==> src/common/fcc_cfg.svh <==
// register offsets, field positions, reset values and counts of the feac block
`ifndef FCC_CFG_SVH
`define FCC_CFG_SVH

`define FCC_ADDR_W          3
`define FCC_DATA_W          8

`define FCC_ADDR_TX_CTRL    3'h0
`define FCC_ADDR_TX_CODE_A  3'h1
`define FCC_ADDR_TX_CODE_B  3'h2
`define FCC_ADDR_STATUS     3'h3
`define FCC_ADDR_RX_FIFO    3'h4

`define FCC_STAT_EMPTY      0
`define FCC_STAT_DETECT     1
`define FCC_STAT_IDLE       2
`define FCC_STAT_OVERFLOW   3
`define FCC_STAT_TX_BUSY    4

`define FCC_RST_MODE        2'h0
`define FCC_RST_CODE        6'h00

`define FCC_TX_LAST_BIT     4'hf
`define FCC_TX_LAST_REP     4'h9
`define FCC_ONES_WORD       16'hffff
`define FCC_RX_CONFIRM_PRE  2'h2
`define FCC_RX_CONFIRM_MAX  2'h3
`define FCC_RX_DIFF_PRE     1'h1
`define FCC_RX_GAP_LAST     4'hf
`define FCC_RX_IDLE_PRE     4'hf

`endif

==> src/common/fcc_pkg.sv <==
// types shared by the feac codeword controller
package fcc_pkg;
    `include "fcc_cfg.svh"

    typedef logic [`FCC_ADDR_W-1:0] fcc_addr_t;
    typedef logic [`FCC_DATA_W-1:0] fcc_data_t;
    typedef logic [5:0]             fcc_code_t;

    typedef enum logic [1:0] {
        FCC_MODE_IDLE,
        FCC_MODE_SINGLE,
        FCC_MODE_DUAL,
        FCC_MODE_CONT
    } fcc_mode_t;

    typedef enum logic [2:0] {
        FCC_TX_ONES,
        FCC_TX_SINGLE_A,
        FCC_TX_DUAL_A,
        FCC_TX_DUAL_B,
        FCC_TX_CONT
    } fcc_tx_state_t;
endpackage

==> src/rtl/fcc_sync.sv <==
// two flip-flop synchroniser for a single pin level
`timescale 1ns/100ps
module fcc_sync (
    input  wire logic clk,
    input  wire logic srst,
    input  wire logic async_in,
    output logic      sync_out
);
    logic meta_r;

    always_ff @(posedge clk) begin
        if (srst) begin
            meta_r   <= 1'b0;
            sync_out <= 1'b0;
        end else begin
            meta_r   <= async_in;
            sync_out <= meta_r;
        end
    end
endmodule

==> src/rtl/fcc_top.sv <==
// feac codeword controller: transmit codeword generator, receive detector, fifo
//
// The address map and the strobed register port were left to the implementer.
`timescale 1ns/100ps
`include "fcc_cfg.svh"
module fcc_top
    import fcc_pkg::*;
(
    input  wire logic          clk,
    input  wire logic          srst,
    input  wire fcc_pkg::fcc_addr_t addr,
    input  wire fcc_pkg::fcc_data_t wr_data,
    input  wire logic          wr_en,
    input  wire logic          rd_en,
    output fcc_pkg::fcc_data_t rd_data,
    input  wire logic          line_clk,
    input  wire logic          rx_feac_data,
    output logic               tx_feac_data
);
    import fcc_pkg::*;

    // ---------------- pin sampling
    logic          line_clk_s;
    logic          line_clk_d_r;
    logic          rx_bit_s;
    logic          line_rise;

    fcc_sync u_sync_clk (
        .clk      (clk),
        .srst     (srst),
        .async_in (line_clk),
        .sync_out (line_clk_s)
    );

    fcc_sync u_sync_rx (
        .clk      (clk),
        .srst     (srst),
        .async_in (rx_feac_data),
        .sync_out (rx_bit_s)
    );

    always_ff @(posedge clk) begin
        if (srst)
            line_clk_d_r <= 1'b0;
        else
            line_clk_d_r <= line_clk_s;
    end

    assign line_rise = line_clk_s & ~line_clk_d_r;

    // ---------------- register decode
    logic          wr_ctrl;
    logic          wr_code_a;
    logic          wr_code_b;
    logic          wr_status;
    logic          rd_fifo;

    assign wr_ctrl   = wr_en & (addr == `FCC_ADDR_TX_CTRL);
    assign wr_code_a = wr_en & (addr == `FCC_ADDR_TX_CODE_A);
    assign wr_code_b = wr_en & (addr == `FCC_ADDR_TX_CODE_B);
    assign wr_status = wr_en & (addr == `FCC_ADDR_STATUS);
    assign rd_fifo   = rd_en & (addr == `FCC_ADDR_RX_FIFO);

    fcc_mode_t     mode_r;
    fcc_code_t     code_a_r;
    fcc_code_t     code_b_r;

    always_ff @(posedge clk) begin
        if (srst) begin
            mode_r   <= fcc_mode_t'(`FCC_RST_MODE);
            code_a_r <= `FCC_RST_CODE;
            code_b_r <= `FCC_RST_CODE;
        end else begin
            if (wr_ctrl)
                mode_r <= fcc_mode_t'(wr_data[1:0]);
            if (wr_code_a)
                code_a_r <= wr_data[5:0];
            if (wr_code_b)
                code_b_r <= wr_data[5:0];
        end
    end

    // ---------------- transmit codeword generator
    fcc_tx_state_t tx_state_r;
    fcc_tx_state_t tx_state_nxt;
    logic [3:0]    tx_rep_r;
    logic [3:0]    tx_rep_nxt;
    logic [3:0]    tx_bit_r;
    logic [15:0]   tx_shift_r;
    logic [15:0]   tx_word_nxt;
    logic          tx_pend_r;
    logic          tx_boundary;
    fcc_code_t     tx_code_sel;
    logic          tx_busy;

    assign tx_boundary = line_rise & (tx_bit_r == `FCC_TX_LAST_BIT);
    assign tx_busy     = (tx_state_r != FCC_TX_ONES) | tx_pend_r;

    // new mode only taken when a codeword ends
    always_comb begin
        tx_state_nxt = tx_state_r;
        tx_rep_nxt   = tx_rep_r;
        if (tx_pend_r) begin
            tx_rep_nxt = 4'h0;
            case (mode_r)
                FCC_MODE_IDLE:   tx_state_nxt = FCC_TX_ONES;
                FCC_MODE_SINGLE: tx_state_nxt = FCC_TX_SINGLE_A;
                FCC_MODE_DUAL:   tx_state_nxt = FCC_TX_DUAL_A;
                FCC_MODE_CONT:   tx_state_nxt = FCC_TX_CONT;
                default:         tx_state_nxt = FCC_TX_ONES;
            endcase
        end else begin
            case (tx_state_r)
                FCC_TX_SINGLE_A: begin
                    if (tx_rep_r == `FCC_TX_LAST_REP)
                        tx_state_nxt = FCC_TX_ONES;
                    else
                        tx_rep_nxt = tx_rep_r + 4'h1;
                end
                FCC_TX_DUAL_A: begin
                    if (tx_rep_r == `FCC_TX_LAST_REP) begin
                        tx_state_nxt = FCC_TX_DUAL_B;
                        tx_rep_nxt   = 4'h0;
                    end else begin
                        tx_rep_nxt = tx_rep_r + 4'h1;
                    end
                end
                FCC_TX_DUAL_B: begin
                    if (tx_rep_r == `FCC_TX_LAST_REP)
                        tx_state_nxt = FCC_TX_ONES;
                    else
                        tx_rep_nxt = tx_rep_r + 4'h1;
                end
                default: begin
                    tx_state_nxt = tx_state_r;
                end
            endcase
        end
    end

    assign tx_code_sel = (tx_state_nxt == FCC_TX_DUAL_B) ? code_b_r
                                                          : code_a_r;

    // zero, c1..c6, zero, eight ones; msb of the word goes first
    assign tx_word_nxt = (tx_state_nxt == FCC_TX_ONES) ? `FCC_ONES_WORD
                       : {1'b0, tx_code_sel[0], tx_code_sel[1],
                          tx_code_sel[2], tx_code_sel[3], tx_code_sel[4],
                          tx_code_sel[5], 1'b0, 8'hff};

    always_ff @(posedge clk) begin
        if (srst)
            tx_pend_r <= 1'b0;
        else
            tx_pend_r <= wr_ctrl | (tx_pend_r & ~tx_boundary);
    end

    always_ff @(posedge clk) begin
        if (srst) begin
            tx_state_r <= FCC_TX_ONES;
            tx_rep_r   <= 4'h0;
        end else if (tx_boundary) begin
            tx_state_r <= tx_state_nxt;
            tx_rep_r   <= tx_rep_nxt;
        end
    end

    always_ff @(posedge clk) begin
        if (srst) begin
            tx_bit_r     <= 4'h0;
            tx_shift_r   <= `FCC_ONES_WORD;
            tx_feac_data <= 1'b1;
        end else if (line_rise) begin
            tx_bit_r     <= tx_bit_r + 4'h1;
            tx_feac_data <= tx_shift_r[15];
            if (tx_boundary)
                tx_shift_r <= tx_word_nxt;
            else
                tx_shift_r <= {tx_shift_r[14:0], 1'b1};
        end
    end

    // ---------------- receive codeword detector (no tx state used)
    logic [15:0]   rx_win_r;
    logic          rx_new_r;
    logic          cw_hit;
    logic          rx_eval;
    fcc_code_t     rx_code;
    fcc_code_t     cand_r;
    logic [1:0]    cand_cnt_r;
    logic          cand_same;
    logic [3:0]    gap_r;
    logic          gap_lost;
    fcc_code_t     cur_r;
    logic          det_r;
    logic          diff_r;
    logic          rx_differs;
    logic          diff_clear;
    logic          confirm;
    logic [3:0]    ones_r;
    logic          idle_r;
    logic          idle_set;

    always_ff @(posedge clk) begin
        if (srst) begin
            rx_win_r <= `FCC_ONES_WORD;
            rx_new_r <= 1'b0;
        end else begin
            rx_new_r <= line_rise;
            if (line_rise)
                rx_win_r <= {rx_win_r[14:0], rx_bit_s};
        end
    end

    // pattern checked after every new bit, so any alignment is found
    assign cw_hit  = ~rx_win_r[15] & ~rx_win_r[8]
                   & (rx_win_r[7:0] == 8'hff);
    assign rx_eval = rx_new_r & cw_hit;
    assign rx_code = {rx_win_r[9], rx_win_r[10], rx_win_r[11],
                      rx_win_r[12], rx_win_r[13], rx_win_r[14]};

    assign cand_same  = (rx_code == cand_r);
    assign gap_lost   = rx_new_r & ~cw_hit & (gap_r == `FCC_RX_GAP_LAST);
    assign confirm    = rx_eval & cand_same
                      & (cand_cnt_r == `FCC_RX_CONFIRM_PRE);
    assign rx_differs = rx_eval & det_r & (rx_code != cur_r);
    assign diff_clear = rx_differs & (diff_r == `FCC_RX_DIFF_PRE);
    assign idle_set   = rx_new_r & rx_win_r[0]
                      & (ones_r == `FCC_RX_IDLE_PRE);

    // missing codeword at the expected place breaks the run
    always_ff @(posedge clk) begin
        if (srst) begin
            cand_r     <= `FCC_RST_CODE;
            cand_cnt_r <= 2'h0;
            gap_r      <= 4'h0;
        end else if (rx_eval) begin
            gap_r  <= 4'h0;
            cand_r <= rx_code;
            if (!cand_same)
                cand_cnt_r <= 2'h1;
            else if (cand_cnt_r != `FCC_RX_CONFIRM_MAX)
                cand_cnt_r <= cand_cnt_r + 2'h1;
        end else if (rx_new_r) begin
            gap_r <= gap_r + 4'h1;
            if (gap_lost)
                cand_cnt_r <= 2'h0;
        end
    end

    always_ff @(posedge clk) begin
        if (srst) begin
            det_r  <= 1'b0;
            cur_r  <= `FCC_RST_CODE;
            diff_r <= 1'b0;
        end else begin
            if (confirm) begin
                det_r  <= 1'b1;
                cur_r  <= rx_code;
                diff_r <= 1'b0;
            end else if (diff_clear | idle_set) begin
                det_r  <= 1'b0;
                diff_r <= 1'b0;
            end else if (rx_differs) begin
                diff_r <= 1'b1;
            end else if (rx_eval) begin
                diff_r <= 1'b0;
            end
        end
    end

    always_ff @(posedge clk) begin
        if (srst) begin
            ones_r <= 4'h0;
            idle_r <= 1'b0;
        end else begin
            if (rx_new_r) begin
                if (!rx_win_r[0])
                    ones_r <= 4'h0;
                else if (ones_r != `FCC_RX_IDLE_PRE)
                    ones_r <= ones_r + 4'h1;
            end
            if (confirm)
                idle_r <= 1'b0;
            else if (idle_set)
                idle_r <= 1'b1;
        end
    end

    // ---------------- receive fifo, one code per entry
    // both ends live on clk, so neither depends on line_clk running
    fcc_code_t     fifo_mem_r [4];
    logic [2:0]    wr_ptr_r;
    logic [2:0]    rd_ptr_r;
    logic          fifo_empty;
    logic          fifo_full;
    logic          fifo_push;
    logic          fifo_pop;
    logic          fifo_drop;
    logic          ovf_r;
    logic          ovf_clr;

    assign fifo_empty = (wr_ptr_r == rd_ptr_r);
    assign fifo_full  = (wr_ptr_r[2] != rd_ptr_r[2])
                      & (wr_ptr_r[1:0] == rd_ptr_r[1:0]);
    assign fifo_push  = confirm & ~fifo_full;
    assign fifo_drop  = confirm & fifo_full;
    assign fifo_pop   = rd_fifo & ~fifo_empty;
    assign ovf_clr    = wr_status & wr_data[`FCC_STAT_OVERFLOW];

    always_ff @(posedge clk) begin
        if (srst) begin
            wr_ptr_r <= 3'h0;
            rd_ptr_r <= 3'h0;
        end else begin
            if (fifo_push)
                wr_ptr_r <= wr_ptr_r + 3'h1;
            if (fifo_pop)
                rd_ptr_r <= rd_ptr_r + 3'h1;
        end
    end

    always_ff @(posedge clk) begin
        if (fifo_push)
            fifo_mem_r[wr_ptr_r[1:0]] <= rx_code;
    end

    // a new overflow beats a clear in the same cycle
    always_ff @(posedge clk) begin
        if (srst)
            ovf_r <= 1'b0;
        else
            ovf_r <= fifo_drop | (ovf_r & ~ovf_clr);
    end

    // ---------------- read data, one cycle after the strobe
    fcc_data_t     status_word;
    fcc_data_t     rd_mux;

    assign status_word = {3'h0, tx_busy, ovf_r, idle_r, det_r,
                          fifo_empty};

    assign rd_mux =
        (addr == `FCC_ADDR_TX_CTRL)   ? {6'h00, mode_r} :
        (addr == `FCC_ADDR_TX_CODE_A) ? {2'h0, code_a_r} :
        (addr == `FCC_ADDR_TX_CODE_B) ? {2'h0, code_b_r} :
        (addr == `FCC_ADDR_STATUS)    ? status_word :
        (addr == `FCC_ADDR_RX_FIFO && !fifo_empty)
                                      ? {2'h0, fifo_mem_r[rd_ptr_r[1:0]]}
                                      : 8'h00;

    always_ff @(posedge clk) begin
        if (srst)
            rd_data <= 8'h00;
        else if (rd_en)
            rd_data <= rd_mux;
        else
            rd_data <= 8'h00;
    end
endmodule

==> config.mk <==
export PLATFORM = sky130hd
export DESIGN_NAME = fcc_top
export DESIGN_NICKNAME = d
export VERILOG_FILES = /design/src/common/fcc_pkg.sv /design/src/rtl/fcc_sync.sv /design/src/rtl/fcc_top.sv
export VERILOG_INCLUDE_DIRS = /design/src /design/src/common
export SDC_FILE = /design/constraint.sdc
export NUM_CORES = 1
export LEC_CHECK = 0
export ABC_CLOCK_PERIOD_IN_PS = 2100
export BUFFER_PORTS_ARGS = -buffer_cell sky130_fd_sc_hd__buf_2
export CORE_MARGIN = 2
export CORE_UTILIZATION = 57
export CTS_BUF_LIST = sky130_fd_sc_hd__clkbuf_8
export DETAILED_ROUTE_END_ITERATION = 6
export PLACE_DENSITY = 0.77
export SYNTH_ARGS = -nofsm -noshare
export SYNTH_HDL_FRONTEND = slang
export SYNTH_SLANG_ARGS = --single-unit
==> constraint.sdc <==
create_clock -name clk -period 2.1 [get_ports clk]
set_input_delay 0.42 -clock clk [delete_from_list [all_inputs] [get_ports clk]]
set_output_delay 0.42 -clock clk [all_outputs]
set_load 0.1 [all_outputs]
==> summary by stage <==
Power and ir drop
The internal power is 3560 uW. The share of total power dissipated in sequential elements is 0.517. The fraction of power spent switching nets is 0.244. The total leakage power is 0.00233 uW. The clock power share is 0.426. Dividing total power by cell area gives a power density of 769 nW/um2. Of the total power, combinational logic draws 0.057.

The maximum vdd ir drop is 0.439 mV. The analysis attributes to net switching a power of 1150 uW.

Yosys
Of all flip-flops after synthesis, the portion carrying an async set or reset was 0. By instance count, the leading cell after synthesis is sky130_fd_sc_hd__dfxtp_1. Synthesis handed over a netlist of 543 instances.

Ranked by instance count, the synthesized netlist is headed by sky130_fd_sc_hd__dfxtp_1, sky130_fd_sc_hd__nand2_1, sky130_fd_sc_hd__nor2_1. The count of warnings emitted by yosys is 0. Summed over all instances, the cell type with the most area after synthesis is sky130_fd_sc_hd__dfxtp_1.

The most used flip-flop cell after synthesis is sky130_fd_sc_hd__dfxtp_1. The register bit total from synthesis is 121. The number of enable-type register cells in the synthesized netlist is 24. Summing every instance area after synthesis gives 5450 um2. The number of different library cells used by synthesis comes to 61.

The post-synthesis area per instance is 10.0 um2. Of the post-synthesis cell area, the dominant cell type holds 0.356. The register area share after synthesis is 0.488. Sorting the synthesized cells by area gives the leading types as sky130_fd_sc_hd__dfxtp_1, sky130_fd_sc_hd__edfxtp_1, sky130_fd_sc_hd__mux2i_1.

Cells and area
In the final layout, flip-flops and latches occupy 2660 um2. At the end of the flow the core is filled with cells to 0.659. The net count reported at finish is 598. The diode insertion count for antenna repair is 0. The proportion of layout cells with a drive suffix above 1 is 0.179.

The area added between synthesis and finish is 12.2%. Counting the fill cells in the layout gives 727. The multi-input combinational cells in the finished layout cover a total of 2560 um2.

Route
The wire length after detailed routing is 10700 um. The first-pass detailed-route iteration total is 5. The detailed-route wire length per cell is 15.1 um. For this run, design rule violations remaining after detail routing come to 0.

The final route contains 3956 vias. Dividing the detail-routed via count by the number of cells gives 5.56. In this run, the number of DRC markers left after iteration 0 of detailed routing was 153. The detail route stage leaves a number of antenna-violating nets equal to 0.

Worst setup path
The kind of start point of the critical path is a register. In this run the worst path has a maximum fanout of 16. The startpoint identified for the worst register-to-register timing path is rx_win_r[15]. STA classifies the critical path endpoint as a register. The most critical setup path has its startpoint at rx_win_r[15]. The cell family contributing the most delay on the critical path is simple AND/OR/NAND/NOR gates.

The classification of the worst setup path is reg -> reg. The required arrival time at the worst endpoint is 2440 ps. For this run, the slowest stage of the critical path takes 450 ps. For the worst setup path, the data arrival time is 2280 ps. The slowest stage of the critical path belongs to the cell sky130_fd_sc_hd__and4_1. The number of buffers and inverters on the critical path is 1. The signal on the critical path passes through nand4b_1 -> nor3_2 -> buf_4 -> and4_1 -> nand2_1 -> a21oi_1.

GRT
The number of antenna violations at the first check in global routing is 0. For this run, the total global-route usage over all layers was measured as 0.221. The busiest metal layer after global routing is met2. The number of global-route vias before repair is 3904. For met1 alone, demand over resource in global routing was 0.265. The global routing usage on met3 is 0.0499. Entering global routing, the biggest net connects 45 pins.

The met2 track demand over resource is 0.392. After global routing the overflow that remains totals 0. The first global-routing pass estimated 18000 um of wire.

STA
Headroom to the max-slew limit came out at 0.663. On the final layout, the worst clock skew is 14.8 ps. The final-report max-slew violation count came to 0. The maximum clock frequency is 515 MHz. In the finished design, the share of the clock period the worst path needs comes to 0.924. The worst-margin pin slew is 501 ps. Setup violations remaining at the end of the flow were counted as 0. Setup repair after global routing left no endpoint under its margin. The summed negative setup slack over all endpoints is 0 ps.

The number of hold-slack violations in the final timing report was 0. The minimum clock period after layout is 1940 ps.

Clock tree
The clock net in this run drives a total of 121 sinks. The clock network latency to the later pin of the worst-skew pair is 420 ps. Gates resized during post-CTS repair numbered 0. The number of buffers inserted during clock tree synthesis is 17. The H-tree depth is 4. Clock-pin slew was measured on the worst setup and hold paths at 70 ps.

TritonCTS built the clock tree. The count of hold buffers inserted by post-cts repair is 0. The clock passes through at most 2 buffers. The buffer count from post-CTS setup fixing is 0. The library cell used as clock root buffer is sky130_fd_sc_hd__clkbuf_8.

Place
The number of buffer cells added on primary ports is 21. The congestion estimate from routability-driven global placement came to 0.851. After legalization and detailed placement, the total HPWL measured 7360 um.

Floorplan
The horizontal die dimension is 102 um. The starting density of the core is 0.587. The die covers 10400 um2. The die span in y is 102 um. The number of top-level design ports is 26. The region available for standard cell placement spans 9280 um2.

The floorplan row count is 35.

Worst hold path
The class of the tightest hold or removal check is in -> reg. The launch instance of the worst min-delay path is rx_feac_data.

Flow run
The number of violations of the max-capacitance limit is 0.

Run status
The flow ran to the end, and the final reports show no timing, DRC or antenna violations.
-- power groups by stage --
stage	sequential [uW]	combinational [uW]	clock, uW
3_3_place_gp	2480	258	0
5_1_grt	2430	295	2150
2_1_floorplan	2500	181	0
3_5_place_dp	2480	266	0
4_1_cts	2430	269	2030
6_report	2430	269	2000
-- through the flow --
step                      power (uW)  worst slack, ps  cell area, um2  instances  hold slack, ps
after global placement          2740              188            5730        679             423
final                           4700              159            6120        711             224
after global routing            4880             30.2            6120        711             227
after detailed placement        2750             72.5            5730        679             426
after floorplan                 2680              133            5460        544             414
after CTS                       4730             73.5            6120        711             218
-- layer usage --
| metal | up-vias | routed length, um |
|---|---|---|
| met3 | 13 | 340 |
| met5 | - | 0 |
| met4 | 0 | 147 |
| li1 | 1945 | - |
| met1 | 1920 | 4870 |
| met2 | 78 | 5360 |
-- cell families (layout without fill, tap and decap cells) --
logic type | after synthesis | in the layout | share of synthesized area
muxes | 42 | 42 | 0.0961
buffers and inverters | 50 | 88 | 0.0434
AOI/OAI and AO/OA | 83 | 83 | 0.0950
other | 1 | 2 | 0.000688
and+or+nand+nor | 210 | 210 | 0.203
DFF | 121 | 121 | 0.488
xor gates and xnor gates | 24 | 24 | 0.0461
adders and majority gates | 12 | 12 | 0.0275
-- cell type report --
type / count / share of cell area
clock inverter: 15 / 0.0253
timing repair buffer: 46 / 0.0499
multi-input combinational: 373 / 0.419
tap: 129 / 0.0264
clock buffer: 17 / 0.0382
sequential: 121 / 0.435
inverter: 10 / 0.00613
-- state kept, by name (all words and copies together) (netlist names), 2 cells and up, named ones only --
| name | count |
|---|---|
| fifo_mem_r | 24 |
| rx_win_r | 16 |
| tx_shift_r | 8 |
| cand_r | 6 |
| code_a_r | 6 |
| code_b_r | 6 |
| cur_r | 6 |
| rd_data | 6 |
| gap_r | 4 |
| ones_r | 4 |
| tx_bit_r | 4 |
| tx_rep_r | 4 |
| rd_ptr_r | 3 |
| tx_state_r | 3 |
| wr_ptr_r | 3 |
| cand_cnt_r | 2 |
| mode_r | 2 |
-- worst paths after layout --
path | end | slack, ps | cells after the start
setup / recovery | ovf_r | 160 | 6
hold / removal | u_sync_rx.meta_r | 220 | 2
setup reg to reg | ovf_r | 160 | 6
hold reg to reg | u_sync_rx.sync_out | 440 | 1
-- placed cells by master, fill, tap and decap left out, types with 7 or more instances in the layout --
cell type                  instances
sky130_fd_sc_hd__inv_1            11
sky130_fd_sc_hd__o21ai_0           8
sky130_fd_sc_hd__nor2_1           46
sky130_fd_sc_hd__mux2i_1          31
sky130_fd_sc_hd__nand3b_1         24
sky130_fd_sc_hd__buf_4            24
sky130_fd_sc_hd__ha_1             12
sky130_fd_sc_hd__a21oi_1          39
sky130_fd_sc_hd__nand2_1          65
sky130_fd_sc_hd__nor2b_1          13
sky130_fd_sc_hd__nor3_1           11
sky130_fd_sc_hd__edfxtp_1         24
sky130_fd_sc_hd__xor2_1           15
sky130_fd_sc_hd__nand4_1           8
sky130_fd_sc_hd__mux4_2            7
sky130_fd_sc_hd__clkbuf_8         17
sky130_fd_sc_hd__buf_2            21
sky130_fd_sc_hd__dfxtp_1          97
No activity file was read; power rests on OpenSTA's default activity.
